--- src/supply_supervisor_pkg.sv ---
package supply_supervisor_pkg;

    // ----------------------------------------
    // Supervisor states and power modes
    // ----------------------------------------
    typedef enum logic [1:0] {
        SUP_OFF,
        SUP_NORMAL,
        SUP_FULL
    } sup_state_e;

    typedef enum logic [1:0] {
        MODE_ACTIVE,
        MODE_LIGHT,
        MODE_DEEP
    } power_mode_e;

    // ----------------------------------------
    // Settings of one side
    // ----------------------------------------
    typedef struct packed {
        logic supervisorEnable;
        logic supervisorFastSelect;
        logic supervisorRetain;
        logic monitorEnable;
        logic monitorFastSelect;
        logic autoControl;
    } side_ctl_s;

    localparam side_ctl_s SIDE_CTL_RESET = '0;

    // ----------------------------------------
    // Timing
    // ----------------------------------------
    localparam int CLOCK_MHZ = 100;
    localparam int FAST_SETTLE_NS = 2000;
    localparam int SLOW_SETTLE_NS = 150000;
    localparam int HAZARD_WINDOW_NS = 1000;
    localparam int FAST_SETTLE_CYCLES = FAST_SETTLE_NS * CLOCK_MHZ / 1000;
    localparam int SLOW_SETTLE_CYCLES = SLOW_SETTLE_NS * CLOCK_MHZ / 1000;
    localparam int HAZARD_WINDOW_CYCLES =
        HAZARD_WINDOW_NS * CLOCK_MHZ / 1000;
    localparam int CORE_RAMP_CYCLES_DEFAULT = 5000;
    localparam int COUNT_WIDTH = 15;

endpackage

--- src/supply_supervisor_mode_control.sv ---
module supply_supervisor_mode_control #(
    parameter int CORE_RAMP_CYCLES =
        supply_supervisor_pkg::CORE_RAMP_CYCLES_DEFAULT,
    parameter int SLOW_CYCLES = supply_supervisor_pkg::SLOW_SETTLE_CYCLES
) (
    input wire logic clock,
    input wire logic rst,
    input wire supply_supervisor_pkg::side_ctl_s coreSideCtl,
    input wire supply_supervisor_pkg::side_ctl_s highSideCtl,
    input wire logic coreCtlWrite,
    input wire logic highCtlWrite,
    input wire logic coreLevelRaise,
    input wire supply_supervisor_pkg::power_mode_e powerMode,
    input wire logic wakeInterrupt,
    input wire logic softPowerUpClear,
    output supply_supervisor_pkg::sup_state_e coreSupervisorState,
    output supply_supervisor_pkg::sup_state_e coreMonitorState,
    output supply_supervisor_pkg::sup_state_e highSupervisorState,
    output supply_supervisor_pkg::sup_state_e highMonitorState,
    output logic coreSideDelayFlag,
    output logic highSideDelayFlag,
    output logic fastWake,
    output logic hazardConfig,
    output logic wakeHung,
    output logic wakeUp,
    output logic resetRequest
);
    import supply_supervisor_pkg::*;

    // ----------------------------------------
    // State decoding
    // ----------------------------------------
    function automatic sup_state_e activeState(input logic en,
                                               input logic fast);
        if (!en) begin
            return SUP_OFF;
        end
        return fast ? SUP_FULL : SUP_NORMAL;
    endfunction

    function automatic sup_state_e deepState(input sup_state_e act,
                                             input logic retain,
                                             input logic autoCtl);
        if (autoCtl) begin
            return (retain && act == SUP_FULL) ? SUP_NORMAL : SUP_OFF;
        end
        return retain ? act : SUP_OFF;
    endfunction

    function automatic sup_state_e pickState(input sup_state_e act,
                                             input sup_state_e deep,
                                             input logic inDeep);
        return inDeep ? deep : act;
    endfunction

    // Monitors have no retain bit, so they always retain
    wire logic inDeep = (powerMode == MODE_DEEP);
    wire sup_state_e coreSupAct = activeState(
        coreSideCtl.supervisorEnable, coreSideCtl.supervisorFastSelect);
    wire sup_state_e coreMonAct = activeState(
        coreSideCtl.monitorEnable, coreSideCtl.monitorFastSelect);
    wire sup_state_e highSupAct = activeState(
        highSideCtl.supervisorEnable, highSideCtl.supervisorFastSelect);
    wire sup_state_e highMonAct = activeState(
        highSideCtl.monitorEnable, highSideCtl.monitorFastSelect);
    wire sup_state_e coreSupDeep = deepState(coreSupAct,
        coreSideCtl.supervisorRetain, coreSideCtl.autoControl);
    wire sup_state_e coreMonDeep = deepState(coreMonAct, 1'b1,
        coreSideCtl.autoControl);
    wire sup_state_e highSupDeep = deepState(highSupAct,
        highSideCtl.supervisorRetain, highSideCtl.autoControl);
    wire sup_state_e highMonDeep = deepState(highMonAct, 1'b1,
        highSideCtl.autoControl);

    // Fast wake when either core unit is off or in full mode
    wire logic coreFastCfg = (coreSupAct != SUP_NORMAL) ||
        (coreMonAct != SUP_NORMAL);
    wire logic highDropsOff =
        (highSupAct == SUP_NORMAL && highSupDeep == SUP_OFF) ||
        (highMonAct == SUP_NORMAL && highMonDeep == SUP_OFF);
    wire logic hazardNow = coreFastCfg && highDropsOff;

    // ----------------------------------------
    // Settling delays
    // ----------------------------------------
    logic [COUNT_WIDTH-1:0] coreDelay_reg;
    logic [COUNT_WIDTH-1:0] coreDelay_next;
    logic [COUNT_WIDTH-1:0] highDelay_reg;
    logic [COUNT_WIDTH-1:0] highDelay_next;
    wire logic [COUNT_WIDTH-1:0] coreLoad = coreSideCtl.supervisorFastSelect
        ? COUNT_WIDTH'(FAST_SETTLE_CYCLES)
        : COUNT_WIDTH'(SLOW_CYCLES);
    wire logic [COUNT_WIDTH-1:0] highLoad = highSideCtl.supervisorFastSelect
        ? COUNT_WIDTH'(FAST_SETTLE_CYCLES)
        : COUNT_WIDTH'(SLOW_CYCLES);
    wire logic coreDelayBusy = (coreDelay_reg != '0);
    wire logic highDelayBusy = (highDelay_reg != '0);

    // A core level raise restarts the core delay as well
    assign coreDelay_next = (coreCtlWrite || coreLevelRaise) ? coreLoad
        : coreDelayBusy ? coreDelay_reg - COUNT_WIDTH'(1) : coreDelay_reg;
    assign highDelay_next = highCtlWrite ? highLoad
        : highDelayBusy ? highDelay_reg - COUNT_WIDTH'(1) : highDelay_reg;

    // ----------------------------------------
    // Core level ramp
    // ----------------------------------------
    // Ramp length models how long the core rail takes to settle
    logic [COUNT_WIDTH-1:0] ramp_reg;
    logic [COUNT_WIDTH-1:0] ramp_next;
    wire logic rampBusy = (ramp_reg != '0);
    assign ramp_next = coreLevelRaise ? COUNT_WIDTH'(CORE_RAMP_CYCLES)
        : rampBusy ? ramp_reg - COUNT_WIDTH'(1) : ramp_reg;
    // Delay ending while the rail still ramps trips the supervisor
    wire logic rampTrip = rampBusy && coreDelay_reg == COUNT_WIDTH'(1) &&
        coreSupAct != SUP_OFF && !coreCtlWrite && !coreLevelRaise;

    // ----------------------------------------
    // Deep entry and wake
    // ----------------------------------------
    logic inDeep_reg;
    logic hung_reg;
    logic hung_next;
    logic hazardArmed_reg;
    logic hazardArmed_next;
    logic [COUNT_WIDTH-1:0] window_reg;
    logic [COUNT_WIDTH-1:0] window_next;
    wire logic deepEntry = inDeep && !inDeep_reg;
    wire logic flagsBusy = coreDelayBusy || highDelayBusy;
    wire logic windowOpen = (window_reg != '0);

    // Armed at entry; a flag still set counts on its own
    assign hazardArmed_next = deepEntry
        ? (hazardNow || flagsBusy)
        : (inDeep ? hazardArmed_reg : 1'b0);
    assign window_next = deepEntry ? COUNT_WIDTH'(HAZARD_WINDOW_CYCLES)
        : windowOpen ? window_reg - COUNT_WIDTH'(1) : window_reg;
    wire logic hangEvent = inDeep_reg && hazardArmed_reg && windowOpen &&
        wakeInterrupt;
    // Only rst or softPowerUpClear clears the hang; leaving deep mode does not
    assign hung_next = softPowerUpClear ? 1'b0
        : (hung_reg || hangEvent);

    always_ff @(posedge clock) begin
        if (rst || softPowerUpClear) begin
            coreDelay_reg <= '0;
            highDelay_reg <= '0;
            ramp_reg <= '0;
            inDeep_reg <= 1'b0;
            hung_reg <= 1'b0;
            hazardArmed_reg <= 1'b0;
            window_reg <= '0;
        end else begin
            coreDelay_reg <= coreDelay_next;
            highDelay_reg <= highDelay_next;
            ramp_reg <= ramp_next;
            inDeep_reg <= inDeep;
            hung_reg <= hung_next;
            hazardArmed_reg <= hazardArmed_next;
            window_reg <= window_next;
        end
    end

    // ----------------------------------------
    // Outputs
    // ----------------------------------------
    // Registered so status never glitches; it lags the settings by one edge
    wire sup_state_e coreSupState_next =
        pickState(coreSupAct, coreSupDeep, inDeep);
    wire sup_state_e coreMonState_next =
        pickState(coreMonAct, coreMonDeep, inDeep);
    wire sup_state_e highSupState_next =
        pickState(highSupAct, highSupDeep, inDeep);
    wire sup_state_e highMonState_next =
        pickState(highMonAct, highMonDeep, inDeep);
    sup_state_e coreSupState_reg;
    sup_state_e coreMonState_reg;
    sup_state_e highSupState_reg;
    sup_state_e highMonState_reg;
    logic fastWake_reg;
    logic hazardConfig_reg;

    always_ff @(posedge clock) begin
        if (rst || softPowerUpClear) begin
            coreSupState_reg <= SUP_OFF;
            coreMonState_reg <= SUP_OFF;
            highSupState_reg <= SUP_OFF;
            highMonState_reg <= SUP_OFF;
            fastWake_reg <= 1'b0;
            hazardConfig_reg <= 1'b0;
        end else begin
            coreSupState_reg <= coreSupState_next;
            coreMonState_reg <= coreMonState_next;
            highSupState_reg <= highSupState_next;
            highMonState_reg <= highMonState_next;
            fastWake_reg <= coreFastCfg;
            hazardConfig_reg <= hazardNow;
        end
    end

    assign coreSupervisorState = coreSupState_reg;
    assign coreMonitorState = coreMonState_reg;
    assign highSupervisorState = highSupState_reg;
    assign highMonitorState = highMonState_reg;
    assign coreSideDelayFlag = coreDelayBusy;
    assign highSideDelayFlag = highDelayBusy;
    assign fastWake = fastWake_reg;
    assign hazardConfig = hazardConfig_reg;
    assign wakeHung = hung_reg;
    assign wakeUp = inDeep_reg && wakeInterrupt && !hung_reg && !hangEvent;
    assign resetRequest = rampTrip;

endmodule

--- config.mk ---
export PLATFORM = sky130hd
export DESIGN_NAME = supply_supervisor_mode_control
export DESIGN_NICKNAME = d
export VERILOG_FILES = /design/src/supply_supervisor_pkg.sv /design/src/supply_supervisor_mode_control.sv
export SDC_FILE = /design/constraint.sdc
export NUM_CORES = 1
export LEC_CHECK = 0
export ABC_AREA = 1
export ABC_CLOCK_PERIOD_IN_PS = 2860
export BUFFER_PORTS_ARGS = -buffer_cell sky130_fd_sc_hd__buf_4
export CORE_MARGIN = 1
export CORE_UTILIZATION = 58
export DETAILED_ROUTE_END_ITERATION = 8
export PLACE_DENSITY = 0.77
export SETUP_SLACK_MARGIN = 0.02
export SKIP_LAST_GASP = 1
export SLEW_MARGIN = 15
export SYNTH_ARGS = -nofsm -noshare
export SYNTH_HDL_FRONTEND = slang
export SYNTH_SLANG_ARGS = --single-unit
--- constraint.sdc ---
create_clock -name clock -period 2.86 [get_ports clock]
set_input_delay 0.286 -clock clock [delete_from_list [all_inputs] [get_ports clock]]
set_output_delay 0.286 -clock clock [all_outputs]
set_load 0.02 [all_outputs]
==> impl_metrics.py, run 1 <==
metrics = {
    "finish": {
        "nets": 659,
        "multi_input_area_um2": 2270,
        "n_antenna_cell": 0,
        "area_delta_synth_final_pct": 13.0,
        "regArea_um2": 1460,
        "drive_above_1_share": 0.162,
        "design_area_um2": 4570,
        "n_fill_cell": 616,
    },
    "place": {
        "port_buffers": 35,
        "place_ws_ns": 1.08,
        "placed_area_um2": 4370,
        "gp_congestion": 0.860,
        "hpwlAfterDp_mm": 6.73,
    },
    "clocking": {
        "cts_inserted_buffers": 9,
        "clk_pin_slew_worst_paths_ns": 0.08,
        "cts_tree": "done",
        "post_cts_buffers": 0,
        "cts_resized": 0,
        "clock_latency_ns": 0.35,
        "hold_buffers": 0,
        "cts-root-buf": "clkbuf_8",
        "htree_levels": 3,
        "clock_path_buffers": 2,
        "cts_sinks": 73,
    },
    "sta": {
        "drv_slew": 0,
        "worst_pin_slew_ns": 0.459,
        "setup_tns_ns": 0,
        "hold_viol": 0,
        "period_share": 0.754,
        "clock_skew_ns": 0.0102,
        "max_freq_ghz": 0.464,
        "fin_crit_ns": 2.16,
        "rsz0062_at_grt": "false",
        "slew_headroom": 0.693,
        "setup_viol_count_final": 0,
        "fin_ws_ns": 0.703,
    },
    "floorplan": {
        "coreArea_um2": 6760,
        "io_pins": 36,
        "initial_core_util": 0.599,
        "die-area_um2": 7310,
        "num_rows": 30,
        "dieHeight_um": 85.5,
        "die_x_um": 85.5,
    },
    "setup_path": {
        "crit_fanout": 13,
        "end_kind": "output port",
        "crit_slowest_cell": "dfxtp_1",
        "worst_setup_path_start_kind": "flip-flop",
        "cp_cell_sequence": "inv_1, ha_1, nand2_1, nor2_1, nand2_2, nand4_1, nand2_1, nor2_1, buf_4",
        "crit_path_max_incr_delay_ns": 0.43,
        "worstPathArrival_ns": 1.87,
        "crit_family": "simple AND/OR/NAND/NOR gates",
        "critPathBufInv": 2,
        "critical_path_class": "flip-flop to output port",
        "required_ns": 2.57,
    },
    "global_route": {
        "antenna_found_initial": 0,
        "track_usage": 0.259,
        "first_global_vias": 3483,
        "grt_max_degree": 34,
        "grt_pass1_wl_mm": 15.2,
        "overflow": 0,
    },
    "yosys": {
        "ys_types": 40,
        "synth_commonest_cells": "130 x nand2_1, 101 x nor2_1, 73 x dfxtp_1",
        "async_flop_share": 0,
        "synth_warnings": 0,
        "synth_cells": 592,
        "post_synth.cell_area_avg_um2": 6.83,
        "synth_nets": 620,
        "synthTopCellsByArea": "dfxtp_1 36%, nand2_1 12%, nor2_1 9.4%",
        "synth_edf_count": 0,
        "synth_seq_cells": 73,
        "synth_top_area_frac": 0.361,
        "mappedNetlistArea_um2": 4040,
        "synth_ff_type": "dfxtp_1",
        "yosysTopAreaCell": "dfxtp_1",
        "ys_seq_area_frac": 0.361,
        "synth.most_common_cell": "nand2_1",
    },
    "detailed_routing": {
        "finalWirelength_mm": 9.07,
        "via_per_inst": 5.33,
        "route.vias.total": 3817,
        "drcViolationCount": 0,
        "firstDrtPassIters": 4,
        "drtIter0Drc": 171,
        "wl_per_cell_um": 12.7,
        "drtAntennaViolNets": 0,
    },
    "status": {
        "status": "finished, final reports clean",
    },
    "pwr": {
        "p_comb_frac": 0.486,
        "p_sw_mw": 1.78,
        "clkPwrFrac": 0.196,
        "p_per_area_nw_per_um2": 901,
        "power.share.sequential": 0.319,
        "leakage_nw": 2.21,
        "p_int_mw": 2.34,
        "swShare": 0.431,
        "max-vdd-ir-drop_v": 0.000481,
    },
    "flow_run": {
        "drv_cap": 0,
    },
    "hold_path": {
        "hp-class": "primary input to flip-flop",
    },
}
## through the flow
step                      hold WS [ns]  utilization  cells  total power [mW]
after floorplan                  0.384            -    592              2.98
after global placement           0.467        0.647    700              3.28
after detailed placement         0.472        0.647    700              3.32
after CTS                        0.150        0.676    716              4.13
after global routing             0.153        0.676    716              4.48
final                            0.168        0.676    716              4.12
## per-layer routing
| metal | vias to the layer above | track usage | routed length, um |
|---|---|---|---|
| li1 | 1973 | - | - |
| met1 | 1729 | 0.330 | 4070 |
| met2 | 95 | 0.432 | 4410 |
| met3 | 20 | 0.0395 | 403 |
| met4 | 0 | 0.126 | 190 |
| met5 | - | 0 | 0 |
## layout make-up
type	count	share of cell area
Multi-Input combinational cell	438	0.496
Sequential cell	73	0.320
Inverter	74	0.0613
Timing Repair Buffer	35	0.0575
Clock buffer	11	0.0309
Tap cell	80	0.0219
Clock inverter	5	0.0120
## path summary, 6_finish.rpt
kind / start / depth (start not counted) / slack, ns / end
setup / recovery: window_reg[0] / 9 / 0.70 / wakeUp
setup reg to reg: ramp_reg[0] / 6 / 1.20 / ramp_reg[6]
hold reg to reg: wakeHung / 2 / 0.48 / wakeHung
hold / removal: coreSideCtl[0] / 2 / 0.17 / coreMonitorState[0]
## power groups by stage
stage	Sequential (mW)	Clock (mW)	Combinational, mW
2_1_floorplan	1.30	0	1.67
3_3_place_gp	1.33	0	1.95
3_5_place_dp	1.33	0	1.98
4_1_cts	1.31	0.819	2.00
5_1_grt	1.33	0.883	2.26
6_report	1.31	0.807	2.00
## layout by cell type (no fill, tap or decap), types with 7 or more instances in the layout
cell type,n
inv_1,62
nor2_1,101
inv_2,10
nand2_2,8
a21oi_1,36
nor2_4,11
dfxtp_1,73
nand4_1,15
nor3_1,13
nand2_1,130
nor2_2,9
clkbuf_8,10
buf_4,35
ha_1,7
nand3_1,41
xor2_1,15
o21ai_0,12
## cells by family (layout without fill, tap and decap cells)
group / count (synthesis) / in the layout / share of synthesized area
simple gates: 350 / 350 / 0.414
fa+ha+maj: 7 / 7 / 0.0217
flops: 73 / 73 / 0.361
buf+inv: 81 / 125 / 0.0777
xor+xnor: 20 / 20 / 0.0433
compound gates: 61 / 61 / 0.0823
Note: power is estimated with default switching activity, not from simulation.
==> inputs of run 2 (changes only) <==
ABC_CLOCK_PERIOD_IN_PS = 2000   (was 2860)
clock period = 2 ns   (was 2.86 ns; I/O delays follow)
==> impl_metrics.py, run 2 (synthesis results as in run 1) <==
metrics = {
    "finish": {
        "area_delta_synth_final_pct": 13.6,
        "n_antenna_cell": 0,
        "layout_common_cells": "130 x nand2_1, 101 x nor2_1, 73 x dfxtp_1, 60 x inv_1, 41 x nand3_1",
        "post-route-util": 0.680,
        "final_common_cell": "nand2_1",
        "drive_above_1_share": 0.171,
        "nets": 663,
    },
    "detailed_routing": {
        "wl_per_cell_um": 12.8,
        "via_per_inst": 5.43,
        "drtIter0Drc": 144,
        "finalWirelength_mm": 9.21,
        "firstDrtPassIters": 4,
        "drcViolationCount": 0,
        "route.vias.total": 3898,
        "drtAntennaViolNets": 0,
    },
    "clocking": {
        "cts_tree": "done",
        "clk_pin_slew_worst_paths_ns": 0.08,
        "cts-root-buf": "clkbuf_8",
        "cts_sinks": 73,
        "clock_path_buffers": 2,
        "htree_levels": 3,
        "clock_latency_ns": 0.34,
        "cts_inserted_buffers": 9,
    },
    "setup_path": {
        "worstPathArrival_ns": 1.69,
        "crit_path_max_incr_delay_ns": 0.33,
        "required_ns": 1.80,
        "critPathBufInv": 3,
        "critical_path_class": "flip-flop to output port",
        "end_kind": "output port",
        "crit_slowest_cell": "dfxtp_1",
        "worst_setup_path_start_kind": "flip-flop",
        "crit_family": "simple AND/OR/NAND/NOR gates",
        "cp_cell_sequence": "inv_1, ha_2, inv_1, nor2_1, nand2_1, nor2_1, nand4_1, buf_4",
        "crit_fanout": 4,
    },
    "flow_run": {
        "drv_cap": 0,
    },
    "floorplan": {
        "initial_core_util": 0.599,
        "num_rows": 30,
        "coreArea_um2": 6760,
        "die_x_um": 85.5,
        "die-area_um2": 7310,
        "dieHeight_um": 85.5,
        "io_pins": 36,
    },
    "pwr": {
        "p_per_area_nw_per_um2": 1300,
        "power.share.sequential": 0.314,
        "clkPwrFrac": 0.189,
        "max-vdd-ir-drop_v": 0.000732,
        "p_int_mw": 3.40,
        "p_sw_mw": 2.56,
        "leakage_nw": 2.23,
        "power_mw": 5.96,
        "p_comb_frac": 0.497,
        "swShare": 0.430,
    },
    "global_route": {
        "first_global_vias": 3526,
        "antenna_found_initial": 0,
        "busiest_layer": "met2",
        "use_met3": 0.0664,
        "overflow": 0,
        "met2_usage": 0.456,
        "grt_max_degree": 34,
        "track_usage": 0.263,
        "grtUsageMet1": 0.315,
        "grt_pass1_wl_mm": 15.3,
    },
    "sta": {
        "hold_viol": 0,
        "max_freq_ghz": 0.529,
        "hold_ws_ns": 0.0941,
        "clock_skew_ns": 0.00959,
        "drv_slew": 0,
        "worst_pin_slew_ns": 0.472,
        "setup_viol_count_final": 0,
        "rsz0062_at_grt": "true",
        "period_share": 0.945,
        "slew_headroom": 0.684,
        "fin_crit_ns": 1.89,
    },
    "place": {
        "port_buffers": 35,
        "hpwlAfterDp_mm": 6.89,
        "gp_congestion": 0.936,
    },
    "status": {
        "status": "finished, final reports clean",
    },
    "hold_path": {
        "hp-class": "primary input to flip-flop",
    },
}
## run 2: cell types whose count changed in the layout (fill, tap and decap cells not counted)
cell        change
ha_2            +2
clkinv_2        -1
buf_4           +4
clkinvlp_4      -1
inv_1           -2
ha_1            -2
inv_2           +2
## run 2: timing repair
action | in CTS | in global routing
endpoints found under the setup margin | 1 | 4
endpoints found under the hold margin | 0 | 0
buffers inserted | 1 | 0
gates resized for setup | 0 | 4
cloned | 0 | 0
pin swaps | 1 | 0
hold buffers | 0 | 0
## run 2: path summary, 6_finish.rpt
| kind | slack, ns | cells past startpoint | startpoint | to |
|---|---|---|---|---|
| worst max-delay path | 0.11 | 8 | coreDelay_reg[0] | coreSideDelayFlag |
| worst min-delay path | 0.09 | 2 | coreSideCtl[0] | coreMonitorState[0] |
| worst max register to register | 0.36 | 6 | ramp_reg[0] | ramp_reg[6] |
| worst min register to register | 0.48 | 2 | highDelay_reg[1] | highDelay_reg[1] |
## run 2: stage by stage
step / setup TNS, ns / cell area [um^2] / instances / worst slack (ns)
3_3_place_gp: 0 / 4400 / 703 / 0.390
5_1_grt: -0.00990 / 4590 / 718 / -0.00990
2_1_floorplan: 0 / 4040 / 592 / 0.541
4_1_cts: 0 / 4590 / 718 / 0.0903
6_report: 0 / 4590 / 718 / 0.110
3_5_place_dp: 0 / 4400 / 703 / 0.342
## run 2: per-layer routing
metal	part of all wire	vias to the layer above
met5	0	-
met4	0.027	0
met3	0.045	31
met2	0.50	102
met1	0.43	1792
li1	-	1973
## run 2: layout make-up
| class | instances | area (um^2) |
|---|---|---|
| sequential | 73 | 1460 |
| fill | 594 | 2160 |
| clock buffer | 11 | 141 |
| multi-input combinational | 438 | 2270 |
| tap | 80 | 100 |
| inverter | 74 | 280 |
| timing repair buffer | 39 | 293 |
| clock inverter | 3 | 42.5 |
## run 2: power groups by stage
stage | combinational, mW | sequential (mW) | clock (mW)
floorplan | 2.39 | 1.87 | 0
global placement | 2.79 | 1.90 | 0
detailed placement | 2.83 | 1.90 | 0
CTS | 2.94 | 1.87 | 1.15
global route | 3.33 | 1.90 | 1.21
finish | 2.96 | 1.87 | 1.13
